**config.mk**
```make
export PLATFORM = sky130hd
export DESIGN_NAME = ssx_datapath
export DESIGN_NICKNAME = d
export VERILOG_FILES = /design/src/pkg/ssx_pkg.sv /design/src/rtl/ssx_datapath.sv
export SDC_FILE = /design/constraint.sdc
export NUM_CORES = 1
export LEC_CHECK = 0
export ABC_AREA = 0
export BUFFER_PORTS_ARGS = -buffer_cell sky130_fd_sc_hd__clkbuf_2
export CAP_MARGIN = 30
export CORE_MARGIN = 5
export CORE_UTILIZATION = 40
export DETAILED_ROUTE_END_ITERATION = 8
export PLACE_DENSITY = 0.71
export SYNTH_ARGS = -nofsm -noshare
export SYNTH_HDL_FRONTEND = slang
export SYNTH_SLANG_ARGS = --single-unit
```
**constraint.sdc**
```tcl
create_clock -name I_CLOCK -period 4.8 [get_ports I_CLOCK]
set_input_delay 0 -clock I_CLOCK [delete_from_list [all_inputs] [get_ports I_CLOCK]]
set_output_delay 0 -clock I_CLOCK [all_outputs]
set_load 0.005 [all_outputs]
```
**src/pkg/ssx_pkg.sv**
```systemverilog
// Purpose: shared constants and types for the sub/swap/xor datapath
// Assumes: one clock, decoder supplies operands and prefix state
// Notes: register offsets on the axi4-lite slave are byte addresses
package ssx_pkg;
   // ****************************************
   // operations
   // ****************************************
   typedef enum logic [2:0] {SSX_OP_NONE, SSX_OP_SUB_RR, SSX_OP_SUB_RI, SSX_OP_SUB_SP,
      SSX_OP_SWAP, SSX_OP_XOR_RR, SSX_OP_XOR_RI} ssx_op_t;

   typedef struct packed {
      logic valid;
      ssx_op_t op;
      logic [1:0] ext_count;
      logic delay_slot;
      logic [12:0] prefix_first;
      logic [12:0] prefix_second;
      logic [9:0] field;
      logic [31:0] rd_val;
      logic [31:0] rs_val;
      logic [31:0] sp_val;
   } ssx_req_t;

   typedef struct packed {
      logic rd_we;
      logic sp_we;
      logic illegal;
      logic [31:0] data;
   } ssx_res_t;

   // ****************************************
   // trap table
   // ****************************************
   localparam logic [31:0] SSX_TRAP_BASE_INT = 32'h0008_0000;
   localparam logic [31:0] SSX_TRAP_BASE_EXT = 32'h00C0_0000;
   localparam logic [31:0] SSX_VEC_RESET = 32'h0000_0000;
   localparam logic [31:0] SSX_VEC_ZDIV = 32'h0000_0010;
   localparam logic [31:0] SSX_VEC_ADDR_ERR = 32'h0000_0018;
   localparam logic [31:0] SSX_VEC_NMI = 32'h0000_001C;
   localparam logic [31:0] SSX_VEC_SWEXC0 = 32'h0000_0030;
   localparam logic [31:0] SSX_VEC_EXTINT0 = 32'h0000_0040;
   localparam logic [7:0] SSX_EXTINT_LAST = 8'hD7;
   localparam logic [1:0] SSX_SWEXC_LAST = 2'h3;

   // ****************************************
   // status word layout and register map
   // ****************************************
   localparam int SSX_PSW_IL_LSB = 8;
   localparam int SSX_PSW_MO = 7;
   localparam int SSX_PSW_DS = 6;
   localparam int SSX_PSW_IE = 4;
   localparam int SSX_PSW_C = 3;
   localparam int SSX_PSW_V = 2;
   localparam int SSX_PSW_Z = 1;
   localparam int SSX_PSW_N = 0;
   localparam logic [31:0] SSX_PSW_WMASK = 32'h0000_0FDF;
   localparam logic [31:0] SSX_PSW_RESET = 32'h0000_0000;
   localparam logic [3:0] SSX_ADDR_PSW = 4'h0;
   localparam logic [3:0] SSX_ADDR_BOOT = 4'h4;
   localparam logic [3:0] SSX_ADDR_RESULT = 4'h8;
   localparam logic [1:0] SSX_RESP_OKAY = 2'b00;
   localparam logic [1:0] SSX_RESP_SLVERR = 2'b10;
endpackage : ssx_pkg

```
**src/rtl/ssx_datapath.sv**
```systemverilog
// Purpose: execution datapath for sub, swap and xor with prefix widening
// Assumes: decoder presents one request per cycle; 20 MHz clock
// Notes: status word, boot select and last result reachable over axi4-lite
//
// Implementation choices: the placing of the registers and the AXI4-Lite slave port.
`timescale 1ns/1ps
// Operation
// - plain sub: rd minus rs, one cycle
// - one prefix: rs minus 13-bit immediate
// - two prefixes: rs minus 26-bit immediate
// - immediate sub: rd minus unsigned 6-bit
// - one prefix: rd minus 19-bit immediate
// - two prefixes: rd minus 32-bit immediate
// - sp minus field times four, no prefix
// - swap reverses source bytes into destination
// - delay-slot forms must not be prefixed
// - plain xor: rd xor rs
// - one prefix: rs xor zero-extended 13 bits
// - two prefixes: rs xor zero-extended 26 bits
// - immediate xor sign-extends 6-bit field
// - one prefix: sign-extended 19-bit xor
// - two prefixes: signed 32-bit xor
// - trap base by boot source
// - fixed vector offsets, four-byte steps
module ssx_datapath
(
   input wire logic I_CLOCK,
   input wire logic I_RST_B,
   input wire ssx_pkg::ssx_req_t I_REQ,
   output ssx_pkg::ssx_res_t O_RES,
   input wire logic [7:0] I_VEC_SEL,
   output logic [31:0] O_VEC_ADDR,
   output logic [31:0] O_PSW,
   input wire logic [31:0] I_AWADDR,
   input wire logic I_AWVALID,
   output logic O_AWREADY,
   input wire logic [31:0] I_WDATA,
   input wire logic [3:0] I_WSTRB,
   input wire logic I_WVALID,
   output logic O_WREADY,
   output logic [1:0] O_BRESP,
   output logic O_BVALID,
   input wire logic I_BREADY,
   input wire logic [31:0] I_ARADDR,
   input wire logic I_ARVALID,
   output logic O_ARREADY,
   output logic [31:0] O_RDATA,
   output logic [1:0] O_RRESP,
   output logic O_RVALID,
   input wire logic I_RREADY
);
   import ssx_pkg::*;

   // ****************************************
   // reset release
   // ****************************************
   logic rst_meta_reg;
   logic rst_sync_reg;
   always_ff @(posedge I_CLOCK or negedge I_RST_B)
   begin
      if (!I_RST_B)
      begin
         rst_meta_reg <= 1'b0;
         rst_sync_reg <= 1'b0;
      end
      else
      begin
         rst_meta_reg <= 1'b1;
         rst_sync_reg <= rst_meta_reg;
      end
   end
   wire rst_n = rst_sync_reg;

   function automatic logic [31:0] swap_bytes(input logic [31:0] v);
      swap_bytes = {v[7:0], v[15:8], v[23:16], v[31:24]};
   endfunction : swap_bytes

   // ****************************************
   // operand widening
   // ****************************************
   wire one_ext = (I_REQ.ext_count == 2'd1);
   wire two_ext = (I_REQ.ext_count == 2'd2);
   wire [5:0] short_field = I_REQ.field[5:0];
   wire [31:0] rr_imm = two_ext ? {6'h00, I_REQ.prefix_first, I_REQ.prefix_second}
      : {19'h0_0000, I_REQ.prefix_first};
   wire [31:0] sub_imm = two_ext ? {I_REQ.prefix_first, I_REQ.prefix_second, short_field}
      : one_ext ? {13'h0000, I_REQ.prefix_first, short_field}
      : {26'h000_0000, short_field};
   wire [18:0] sign19 = {I_REQ.prefix_first, short_field};
   wire [31:0] xor_imm = two_ext ? {I_REQ.prefix_first, I_REQ.prefix_second, short_field}
      : one_ext ? {{13{sign19[18]}}, sign19}
      : {{26{short_field[5]}}, short_field};
   wire [31:0] sp_step = {20'h0_0000, I_REQ.field, 2'b00};
   wire no_ext = (I_REQ.ext_count == 2'd0);
   wire ext_forbidden = (I_REQ.op == SSX_OP_SUB_SP) || (I_REQ.op == SSX_OP_SWAP)
      || I_REQ.delay_slot;

   // ****************************************
   // result select
   // ****************************************
   ssx_res_t res_next;
   always_comb
   begin
      res_next = '0;
      res_next.rd_we = I_REQ.valid;
      case (I_REQ.op)
         SSX_OP_SUB_RR: res_next.data = no_ext ? I_REQ.rd_val - I_REQ.rs_val
            : I_REQ.rs_val - rr_imm;
         SSX_OP_SUB_RI: res_next.data = I_REQ.rd_val - sub_imm;
         SSX_OP_SUB_SP:
         begin
            res_next.data = I_REQ.sp_val - sp_step;
            res_next.rd_we = 1'b0;
            res_next.sp_we = I_REQ.valid;
         end
         SSX_OP_SWAP: res_next.data = swap_bytes(I_REQ.rs_val);
         SSX_OP_XOR_RR: res_next.data = no_ext ? I_REQ.rd_val ^ I_REQ.rs_val
            : I_REQ.rs_val ^ rr_imm;
         SSX_OP_XOR_RI: res_next.data = I_REQ.rd_val ^ xor_imm;
         SSX_OP_NONE: res_next.rd_we = 1'b0;
         default: res_next.rd_we = 1'b0;
      endcase
      if (I_REQ.valid && !no_ext && ext_forbidden)
      begin
         res_next.rd_we = 1'b0;
         res_next.sp_we = 1'b0;
         res_next.illegal = 1'b1;
      end
   end

   ssx_res_t res_reg;
   always_ff @(posedge I_CLOCK or negedge rst_n)
   begin
      if (!rst_n)
         res_reg <= '0;
      else
         res_reg <= res_next;
   end
   assign O_RES = res_reg;

   // ****************************************
   // flags and status word
   // ****************************************
   wire is_sub = (I_REQ.op == SSX_OP_SUB_RR) || (I_REQ.op == SSX_OP_SUB_RI);
   wire is_xor = (I_REQ.op == SSX_OP_XOR_RR) || (I_REQ.op == SSX_OP_XOR_RI);
   wire [31:0] minuend = (I_REQ.op == SSX_OP_SUB_RR && !no_ext) ? I_REQ.rs_val : I_REQ.rd_val;
   wire [31:0] subtra = (I_REQ.op == SSX_OP_SUB_RI) ? sub_imm : no_ext ? I_REQ.rs_val : rr_imm;
   wire borrow = (minuend < subtra);
   wire sub_ovf = (minuend[31] != subtra[31]) && (res_next.data[31] != minuend[31]);
   wire flag_upd = res_next.rd_we && (is_sub || is_xor);

   logic [31:0] psw_reg;
   logic boot_ext_reg;
   logic [31:0] last_reg;
   wire wr_fire;
   wire [31:0] bus_wdata;
   wire [31:0] wr_addr;
   // decode the held address, the live one may already have moved on
   wire psw_wr = wr_fire && (wr_addr[3:0] == SSX_ADDR_PSW);
   wire boot_wr = wr_fire && (wr_addr[3:0] == SSX_ADDR_BOOT);
   wire [31:0] psw_sw = (psw_reg & ~SSX_PSW_WMASK) | (bus_wdata & SSX_PSW_WMASK);
   logic [31:0] psw_next;
   always_comb
   begin
      psw_next = psw_wr ? psw_sw : psw_reg;
      if (flag_upd)
      begin
         psw_next[SSX_PSW_N] = res_next.data[31];
         psw_next[SSX_PSW_Z] = (res_next.data == 32'h0000_0000);
         if (is_sub)
         begin
            psw_next[SSX_PSW_C] = borrow;
            psw_next[SSX_PSW_V] = sub_ovf;
         end
      end
   end

   always_ff @(posedge I_CLOCK or negedge rst_n)
   begin
      if (!rst_n)
      begin
         psw_reg <= SSX_PSW_RESET;
         boot_ext_reg <= 1'b0;
         last_reg <= 32'h0000_0000;
      end
      else
      begin
         psw_reg <= psw_next;
         if (boot_wr)
            boot_ext_reg <= bus_wdata[0];
         if (res_next.rd_we || res_next.sp_we)
            last_reg <= res_next.data;
      end
   end
   assign O_PSW = psw_reg;

   // ****************************************
   // trap vectors
   // ****************************************
   wire [31:0] trap_base = boot_ext_reg ? SSX_TRAP_BASE_EXT : SSX_TRAP_BASE_INT;
   logic [31:0] vec_off;
   always_comb
   begin
      case (I_VEC_SEL[7:6])
         2'b00: vec_off = SSX_VEC_RESET;
         2'b01: vec_off = (I_VEC_SEL[1:0] == 2'd1) ? SSX_VEC_ZDIV
            : (I_VEC_SEL[1:0] == 2'd2) ? SSX_VEC_ADDR_ERR
            : (I_VEC_SEL[1:0] == 2'd3) ? SSX_VEC_NMI : SSX_VEC_RESET;
         2'b10: vec_off = SSX_VEC_SWEXC0 + {28'h000_0000, I_VEC_SEL[1:0], 2'b00};
         default: vec_off = SSX_VEC_EXTINT0 + {22'h00_0000, I_VEC_SEL, 2'b00};
      endcase
   end
   logic [31:0] vec_reg;
   always_ff @(posedge I_CLOCK or negedge rst_n)
   begin
      if (!rst_n)
         vec_reg <= 32'h0000_0000;
      else
         vec_reg <= trap_base + vec_off;
   end
   assign O_VEC_ADDR = vec_reg;

   // ****************************************
   // axi4-lite slave
   // ****************************************
   logic aw_held_reg;
   logic w_held_reg;
   logic [31:0] awaddr_reg;
   logic [31:0] wdata_reg;
   logic wfull_reg;
   logic bvalid_reg;
   logic [1:0] bresp_reg;
   logic rvalid_reg;
   logic [31:0] rdata_reg;
   logic [1:0] rresp_reg;
   wire aw_have = aw_held_reg || I_AWVALID;
   wire w_have = w_held_reg || I_WVALID;
   assign wr_addr = aw_held_reg ? awaddr_reg : I_AWADDR;
   assign bus_wdata = w_held_reg ? wdata_reg : I_WDATA;
   wire wr_go = aw_have && w_have && !bvalid_reg;
   // partial strobes are ignored, also when the data beat came early
   wire wr_full = w_held_reg ? wfull_reg : (&I_WSTRB);
   assign wr_fire = wr_go && wr_full && (wr_addr[31:4] == 28'h000_0000);
   wire wr_map = (wr_addr[3:0] == SSX_ADDR_PSW) || (wr_addr[3:0] == SSX_ADDR_BOOT);
   assign O_AWREADY = !aw_held_reg && !bvalid_reg;
   assign O_WREADY = !w_held_reg && !bvalid_reg;
   wire rd_go = I_ARVALID && !rvalid_reg;
   assign O_ARREADY = !rvalid_reg;
   wire [31:0] rd_word = (I_ARADDR[3:0] == SSX_ADDR_PSW) ? psw_reg
      : (I_ARADDR[3:0] == SSX_ADDR_BOOT) ? {31'h0000_0000, boot_ext_reg}
      : last_reg;
   wire rd_map = (I_ARADDR[31:4] == 28'h000_0000) && (I_ARADDR[1:0] == 2'b00)
      && (I_ARADDR[3:0] != 4'hC);

   always_ff @(posedge I_CLOCK or negedge rst_n)
   begin
      if (!rst_n)
      begin
         aw_held_reg <= 1'b0;
         w_held_reg <= 1'b0;
         awaddr_reg <= 32'h0000_0000;
         wdata_reg <= 32'h0000_0000;
         wfull_reg <= 1'b0;
         bvalid_reg <= 1'b0;
         bresp_reg <= SSX_RESP_OKAY;
      end
      else if (wr_go)
      begin
         aw_held_reg <= 1'b0;
         w_held_reg <= 1'b0;
         bvalid_reg <= 1'b1;
         bresp_reg <= (wr_map && wr_addr[31:4] == 28'h000_0000) ? SSX_RESP_OKAY : SSX_RESP_SLVERR;
      end
      else
      begin
         if (I_AWVALID && O_AWREADY)
         begin
            aw_held_reg <= 1'b1;
            awaddr_reg <= I_AWADDR;
         end
         if (I_WVALID && O_WREADY)
         begin
            w_held_reg <= 1'b1;
            wdata_reg <= I_WDATA;
            wfull_reg <= &I_WSTRB;
         end
         if (I_BREADY)
            bvalid_reg <= 1'b0;
      end
   end

   always_ff @(posedge I_CLOCK or negedge rst_n)
   begin
      if (!rst_n)
      begin
         rvalid_reg <= 1'b0;
         rdata_reg <= 32'h0000_0000;
         rresp_reg <= SSX_RESP_OKAY;
      end
      else if (rd_go)
      begin
         rvalid_reg <= 1'b1;
         rdata_reg <= rd_map ? rd_word : 32'h0000_0000;
         rresp_reg <= rd_map ? SSX_RESP_OKAY : SSX_RESP_SLVERR;
      end
      else if (I_RREADY)
         rvalid_reg <= 1'b0;
   end
   assign O_BVALID = bvalid_reg;
   assign O_BRESP = bresp_reg;
   assign O_RVALID = rvalid_reg;
   assign O_RDATA = rdata_reg;
   assign O_RRESP = rresp_reg;

   // ****************************************
   // checks
   // ****************************************
   a_swap_bytes: assert property (@(posedge I_CLOCK) disable iff (!rst_n)
      I_REQ.valid && I_REQ.op == SSX_OP_SWAP && no_ext |=> O_RES.data == swap_bytes($past(I_REQ.rs_val)))
      else $error("swap result wrong");
   a_sub_plain: assert property (@(posedge I_CLOCK) disable iff (!rst_n)
      I_REQ.valid && I_REQ.op == SSX_OP_SUB_RR && no_ext
      |=> O_RES.rd_we && O_RES.data == $past(I_REQ.rd_val) - $past(I_REQ.rs_val))
      else $error("plain subtract wrong");
   a_sp_step: assert property (@(posedge I_CLOCK) disable iff (!rst_n)
      I_REQ.valid && I_REQ.op == SSX_OP_SUB_SP && no_ext
      |=> O_RES.sp_we && !O_RES.rd_we && O_RES.data == $past(I_REQ.sp_val) - ($past(sp_step)))
      else $error("stack decrement wrong");
   a_delay_ext: assert property (@(posedge I_CLOCK) disable iff (!rst_n)
      I_REQ.valid && I_REQ.delay_slot && !no_ext |=> O_RES.illegal && !O_RES.rd_we)
      else $error("prefixed delay slot accepted");
   a_xor_sign: assert property (@(posedge I_CLOCK) disable iff (!rst_n)
      I_REQ.valid && I_REQ.op == SSX_OP_XOR_RI && no_ext
      |=> O_RES.data == ($past(I_REQ.rd_val) ^ {{26{$past(short_field[5])}}, $past(short_field)}))
      else $error("short xor wrong");
   a_zero_flag: assert property (@(posedge I_CLOCK) disable iff (!rst_n)
      flag_upd && !psw_wr |=> psw_reg[SSX_PSW_Z] == (O_RES.data == 32'h0000_0000))
      else $error("zero flag wrong");
   a_trap_base: assert property (@(posedge I_CLOCK) disable iff (!rst_n)
      I_VEC_SEL == 8'h00 && $stable(boot_ext_reg)
      |=> O_VEC_ADDR == ($past(boot_ext_reg) ? SSX_TRAP_BASE_EXT : SSX_TRAP_BASE_INT))
      else $error("trap base wrong");
   a_psw_resv: assert property (@(posedge I_CLOCK) disable iff (!rst_n)
      psw_reg[31:12] == 20'h0_0000 && psw_reg[5] == 1'b0)
      else $error("reserved status bits set");
endmodule : ssx_datapath

```
==> flow_summary.toml, run 1 <==
[placement]
hpwl_um = 68210
dp_cells = 3102
placed_area_um2 = 20280
gp_congestion = 1.061
numPortBuffers = 329
dp_slack_ns = 0.2149

[setup_path]
crit_path_end_kind = "flop"
rrSetupSlack_ns = 1.80
rr_worst_depth = 9
rr_endpoint = "O_PSW[1]"
arrival_ns = 4.55
crit_required_ns = 5.15
regToRegStartpoint = "aw_held_reg"
start_kind = "primary input"
crit_type = "in2reg"
critPathMaxFanout = 7

[cells_and_area]
stdcell_count = 3203
largest_reg_flops = 35
final_common_cell = "clkbuf_2"
layout_common_cells = "clkbuf_2, nand2_1, dfrtp_1"
fin_area_um2 = 21590
syn2layout_area_growth_pct = 20.32
layout.nets = 2981
final_util_pct = 48.71
layout-drive-gt1-share_pct = 22.07

[floorplan]
die-area_um2 = 49190
coreArea_um2 = 44320
dieWidth_um = 221.8
rows = 77
initial_core_util_pct = 40.49
ios = 394
die_h_um = 221.8

[sta]
max_freq_mhz = 238.1
finalWorstPathRequiredPeriod_ns = 4.199
slew_violations = 0
setup_violations = 0
timing.final.crit_share_pct = 87.48
whs_ns = 0.1005
relSlewSlack_pct = 37.28
final.setup.worst_slack_ns = 0.6009
rsz0062_at_grt = "false"
finalHoldViolations = 0
finClkSkew_ns = 0.01260
tns_ns = 0
worst_pin_slew_ns = 0.9171

[run]
maxCapViolCount = 0

[global_routing]
grt_max_degree = 173
grt_pass1_wl_um = 124700
antenna_found_initial = 2
first_global_vias = 19046
grt_usage_pct = 32.91
grt.overflow.total = 0

[synth]
ys_seq_area_share_pct = 24.27
syn_inst = 2241
synth_area_um2 = 17940
ys_types = 86
synth_seq_cells = 174
synth_edf_count = 0
async_flop_share_pct = 100.0
avgSynthCellArea_um2 = 8.006
ys.flop_type = "dfrtp_1"
yosysWarnings = 0

[route]
drt_iter0_markers = 2620
wl_per_cell_um = 26.77
vias = 20197
detail_route.wirelength_um = 85730
drc = 0
ant_nets = 0
viasPerCell = 6.306
dr.pass1.iters = 5

[power_and_ir_drop]
p_per_area_nw_per_um2 = 282.6
power_mw = 6.100
power_leakage_nw = 9.872
peakVddDrop_v = 0.0003352

[min_path]
hold_depth = 5
worst_hold_path_type = "in2reg"
min-delay-start = "I_REQ[18]"
min_delay_worst_endpoint = "O_RES[18]"

[clock_tree]
cts_hold_buf = 68
htree_levels = 4
clkSlewWorstSetupHoldPaths_ns = 0.06
clkSinkCount = 174
root_buffer = "clkbuf_16"
clkLatencyLatePin_ns = 0.43
cts-resized-gates = 0
numCtsBuffers = 17
clock_path_buffers = 2
cts_setup_buffers = 0
cts_tree = "yes"

[outcome]
outcome = "complete, no violations"
## worst max-delay path, cell delays in order
cell and delay [ns]:
clkbuf_2 0.17, nor2b_2 0.38, mux2i_1 0.14, or2_2 0.31
ha_1 0.38, nand4_1 0.15, a2111oi_0 0.34, buf_4 0.19
nor4_1 0.08, a2111o_1 0.53, and2_1 0.21, o31ai_1 0.39
xnor2_1 0.25, o221ai_1 0.21, nor4_1 0.37, buf_4 0.18
nand4_1 0.10, o21ai_1 0.16
## layer usage
| metal | track usage [%] | vias to the layer above | part of all wire, % |
|---|---|---|---|
| met2 | 50.82 | 1303 | 43 |
| met1 | 45.13 | 9712 | 41 |
| li1 | - | 8983 | - |
| met5 | 0 | - | 0.015 |
| met4 | 12.73 | 2 | 4.6 |
| met3 | 7.269 | 197 | 11 |
## logic make-up after synthesis
family | share of synthesized area [%]
buffers and inverters | 6.681
other | 0.04186
AND/OR/NAND/NOR | 19.94
adder cells (fa/ha/maj) | 9.345
flip-flops | 24.27
multiplexers | 8.563
AO/OA/AOI/OAI | 26.47
XOR/XNOR | 4.686
## cell usage after synthesis, types with 9 or more instances
cell | instances | share of area (%)
and3_1 | 16 | 0.56
o221ai_1 | 15 | 0.73
mux2_2 | 84 | 5.3
o2111ai_1 | 11 | 0.54
nand2_1 | 241 | 5.0
o31ai_1 | 15 | 0.63
or3_1 | 16 | 0.56
nor4_1 | 33 | 1.2
nand3_1 | 44 | 1.2
o21a_1 | 28 | 1.2
nor3b_1 | 17 | 0.71
buf_4 | 46 | 1.9
a21oi_1 | 151 | 4.2
clkbuf_1 | 115 | 2.4
inv_1 | 76 | 1.6
a22o_1 | 22 | 1.1
xor2_1 | 36 | 1.8
or4_1 | 11 | 0.46
o211ai_1 | 41 | 1.7
or2_2 | 18 | 0.63
a21boi_0 | 9 | 0.38
o22ai_1 | 13 | 0.45
nor2b_1 | 16 | 0.56
nor2_1 | 139 | 2.9
buf_1 | 15 | 0.31
a31oi_1 | 32 | 1.1
a32oi_1 | 13 | 0.63
a221oi_1 | 16 | 0.78
nor3_1 | 50 | 1.4
a211oi_1 | 32 | 1.3
and2_1 | 18 | 0.63
nand3b_1 | 17 | 0.71
mux2i_1 | 59 | 3.3
nand2b_1 | 21 | 0.73
o21ai_0 | 167 | 4.7
nand4_1 | 36 | 1.3
dfrtp_1 | 174 | 24
ha_1 | 126 | 8.8
xnor2_1 | 60 | 2.9
a211o_1 | 13 | 0.63
a21o_1 | 44 | 1.8
## where the power goes
part / switching (mW) / internal (mW) / total, mW
combinational: 1.52 / 1.07 / 2.59
sequential: 0.252 / 1.80 / 2.05
clock: 0.616 / 0.837 / 1.45
## how the worst max path moves through the flow
stage | depth (start not counted) | endpoint | slack, ns | start
5_1_grt | 18 | O_PSW[1] | 0.19 | I_REQ[134]
2_1_floorplan | 19 | last_reg[30] | 0.62 | I_REQ[134]
6_report | 18 | O_PSW[1] | 0.60 | I_REQ[134]
3_3_place_gp | 18 | O_PSW[1] | 0.25 | I_REQ[134]
4_1_cts | 18 | O_PSW[1] | 0.65 | I_REQ[134]
3_5_place_dp | 18 | O_PSW[1] | 0.21 | I_REQ[134]
## cell type report
class	count	area, um^2
Clock buffer	17	425.4
Sequential cell	174	4358
Timing Repair Buffer	482	3007
Fill cell	4294	22730
Antenna cell	1	2.502
Multi-Input combinational cell	1846	12570
Tap cell	592	740.7
Clock inverter	15	196.4
Inverter	76	285.3
Note: power is estimated with default switching activity, not from simulation.
==> run 2, diff against run 1 <==
--- a/config.mk
+++ b/config.mk
@@ -12,6 +12,7 @@
 export CORE_UTILIZATION = 40
 export DETAILED_ROUTE_END_ITERATION = 8
 export PLACE_DENSITY = 0.71
+export REMOVE_ABC_BUFFERS = 1
 export SYNTH_ARGS = -nofsm -noshare
 export SYNTH_HDL_FRONTEND = slang
 export SYNTH_SLANG_ARGS = --single-unit
==> run 2 against run 1 <==
Via count increased by 1.3%. Final area decreased by 0.15%. Hold slack got worse by 0.043 ns. Maximum frequency decreased by 3.4%. Count of clock-buffer cells in the layout increased by 2. Register-to-register slack got worse by 0.05 ns. Critical path type unchanged. Critical endpoint unchanged.
==> flow_summary.toml, run 2 (same netlist as run 1, synthesis figures left out) <==
[placement]
hpwl_um = 68090
gp_congestion = 1.085
placed_area_um2 = 20270
numPortBuffers = 329

[cells_and_area]
fin_area_um2 = 21560
final_common_cell = "clkbuf_2"
syn2layout_area_growth_pct = 20.14
largest_reg_flops = 35
layout.nets = 2980
layout_common_cells = "clkbuf_2, nand2_1, dfrtp_1"
layout-drive-gt1-share_pct = 21.96

[sta]
finalWorstPathRequiredPeriod_ns = 4.349
timing.final.crit_share_pct = 90.60
rsz0062_at_grt = "false"
relSlewSlack_pct = 36.35
finalHoldViolations = 0
setup_violations = 0
slew_violations = 0
worst_pin_slew_ns = 0.9506
max_freq_mhz = 230.0
whs_ns = 0.05758
finClkSkew_ns = 0.01514

[setup_path]
crit_path_end_kind = "flop"
crit_required_ns = 5.14
max_stage_delay_ns = 0.50
slowest_stage = "a211oi_1"
arrival_ns = 4.69
worst-path-buf-inv = 4
start_kind = "primary input"
crit_top_cell = "inv_1"
crit_family = "compound AO/OA/AOI/OAI gates"
crit_type = "in2reg"
critPathMaxFanout = 10
crit_path_cell_trace = "clkbuf_2 > nor2b_2 > mux2i_1 > inv_1 > ha_1 > inv_1 > fa_1 > a211oi_1 > o21ai_0 > a31oi_1 > xor2_1 > o221ai_1 > a211o_1 > or4_1 > nor4_1 > buf_4 > and4b_1 > nand4_1 > o21ai_1"

[global_routing]
grt_usage_pct = 33.02
antenna_found_initial = 4
first_global_vias = 19652
grt.overflow.total = 0
grt_max_degree = 96
grt_pass1_wl_um = 125500

[clock_tree]
cts_tree = "yes"
clkSinkCount = 174
clock_path_buffers = 2
root_buffer = "clkbuf_16"
numCtsBuffers = 17
htree_levels = 4
cts_setup_buffers = 0
clkSlewWorstSetupHoldPaths_ns = 0.06
clkLatencyLatePin_ns = 0.42

[route]
ant_nets = 0
detail_route.wirelength_um = 86310
vias = 20469
drt_iter0_markers = 2857
drc = 0
viasPerCell = 6.383
wl_per_cell_um = 26.91
dr.pass1.iters = 7

[power_and_ir_drop]
p_per_area_nw_per_um2 = 276.0
p_sw_share_pct = 39.16
intPower_mw = 3.619
power_frac_seq_pct = 34.3
pwr-share-comb_pct = 43.4
p_clk_share_pct = 22.3
peakVddDrop_v = 0.0002094
power_leakage_nw = 9.859
p_switching_mw = 2.330

[floorplan]
die-area_um2 = 49190
initial_core_util_pct = 40.49
dieWidth_um = 221.8
coreArea_um2 = 44320
rows = 77
die_h_um = 221.8
ios = 394

[outcome]
outcome = "complete, no violations"

[run]
maxCapViolCount = 0

[min_path]
worst_hold_path_type = "in2reg"
[run 2: cell count changes in the layout (fill, tap and decap cells not counted), sizes merged]
cell         delta
buf             -2
bufinv          -2
clkbuf          +2
clkinv          +5
clkinvlp        -1
diode           +5
dlygate4sd3     +1
inv             -4
[run 2: final cells by class]
class | count | area [um^2]
Clock buffer | 19 | 442.9
Tap cell | 592 | 740.7
Timing Repair Buffer | 481 | 3009
Sequential cell | 174 | 4358
Inverter | 76 | 285.3
Multi-Input combinational cell | 1846 | 12570
Clock inverter | 13 | 132.6
Fill cell | 4316 | 22760
Antenna cell | 6 | 15.01
[run 2: power groups by stage]
| stage | clock [mW] | sequential [mW] | combinational [mW] |
|---|---|---|---|
| floorplan | 0 | 2.00 | 1.48 |
| global placement | 0 | 2.03 | 2.36 |
| detailed placement | 0 | 2.05 | 2.42 |
| CTS | 1.35 | 2.02 | 2.49 |
| global route | 1.41 | 2.07 | 2.74 |
| finish | 1.33 | 2.04 | 2.58 |
[run 2: timing repair]
action	in CTS	in global routing
endpoints found under the hold margin	70	0
hold buffers	69	0
gates resized for setup	0	0
[run 2: worst paths after layout]
kind	start	end	slack, ns	cells after the start
setup / recovery	I_REQ[133]	O_PSW[1]	0.45	19
hold / removal	I_REQ[0]	O_RES[0]	0.06	3
setup reg to reg	aw_held_reg	O_PSW[1]	1.75	9
hold reg to reg	rst_n	O_VEC_ADDR[7]	0.23	0
max in group asynchronous	rst_n	last_reg[21]	3.42	2
min in group asynchronous	rst_n	O_VEC_ADDR[7]	0.23	0
[run 2: per-layer routing]
layer	up-vias	wire, um	GRT usage [%]
met5	-	12	0
li1	8968	-	-
met4	2	6044	18.67
met3	335	9888	7.653
met1	9703	31940	40.79
met2	1461	38430	53.16
[run 2: through the flow]
step                power [mW]  setup TNS (ns)  setup slack, ns  utilization [%]  std cells
floorplan                3.479          -71.69          -0.9342                -       2096
global placement         4.394               0           0.2462            45.66       3098
detailed placement       4.463               0           0.2459            45.75       3100
CTS                      5.857               0           0.6597            48.61       3201
global route             6.219               0           0.3654            48.62       3204
finish                   5.950               0           0.4512            48.64       3207
[run 2: worst reg2reg max path, stage by stage, from the launching register on]
cell and delay, ns:
dfrtp_1 0.55, nor4b_1 0.39, nand4_1 0.17, o22ai_1 0.23, o2111ai_1 0.19, nand2b_1 0.21, nand2b_1 0.50, and2_1 0.34
o21ai_0 0.23, o21ai_1 0.10
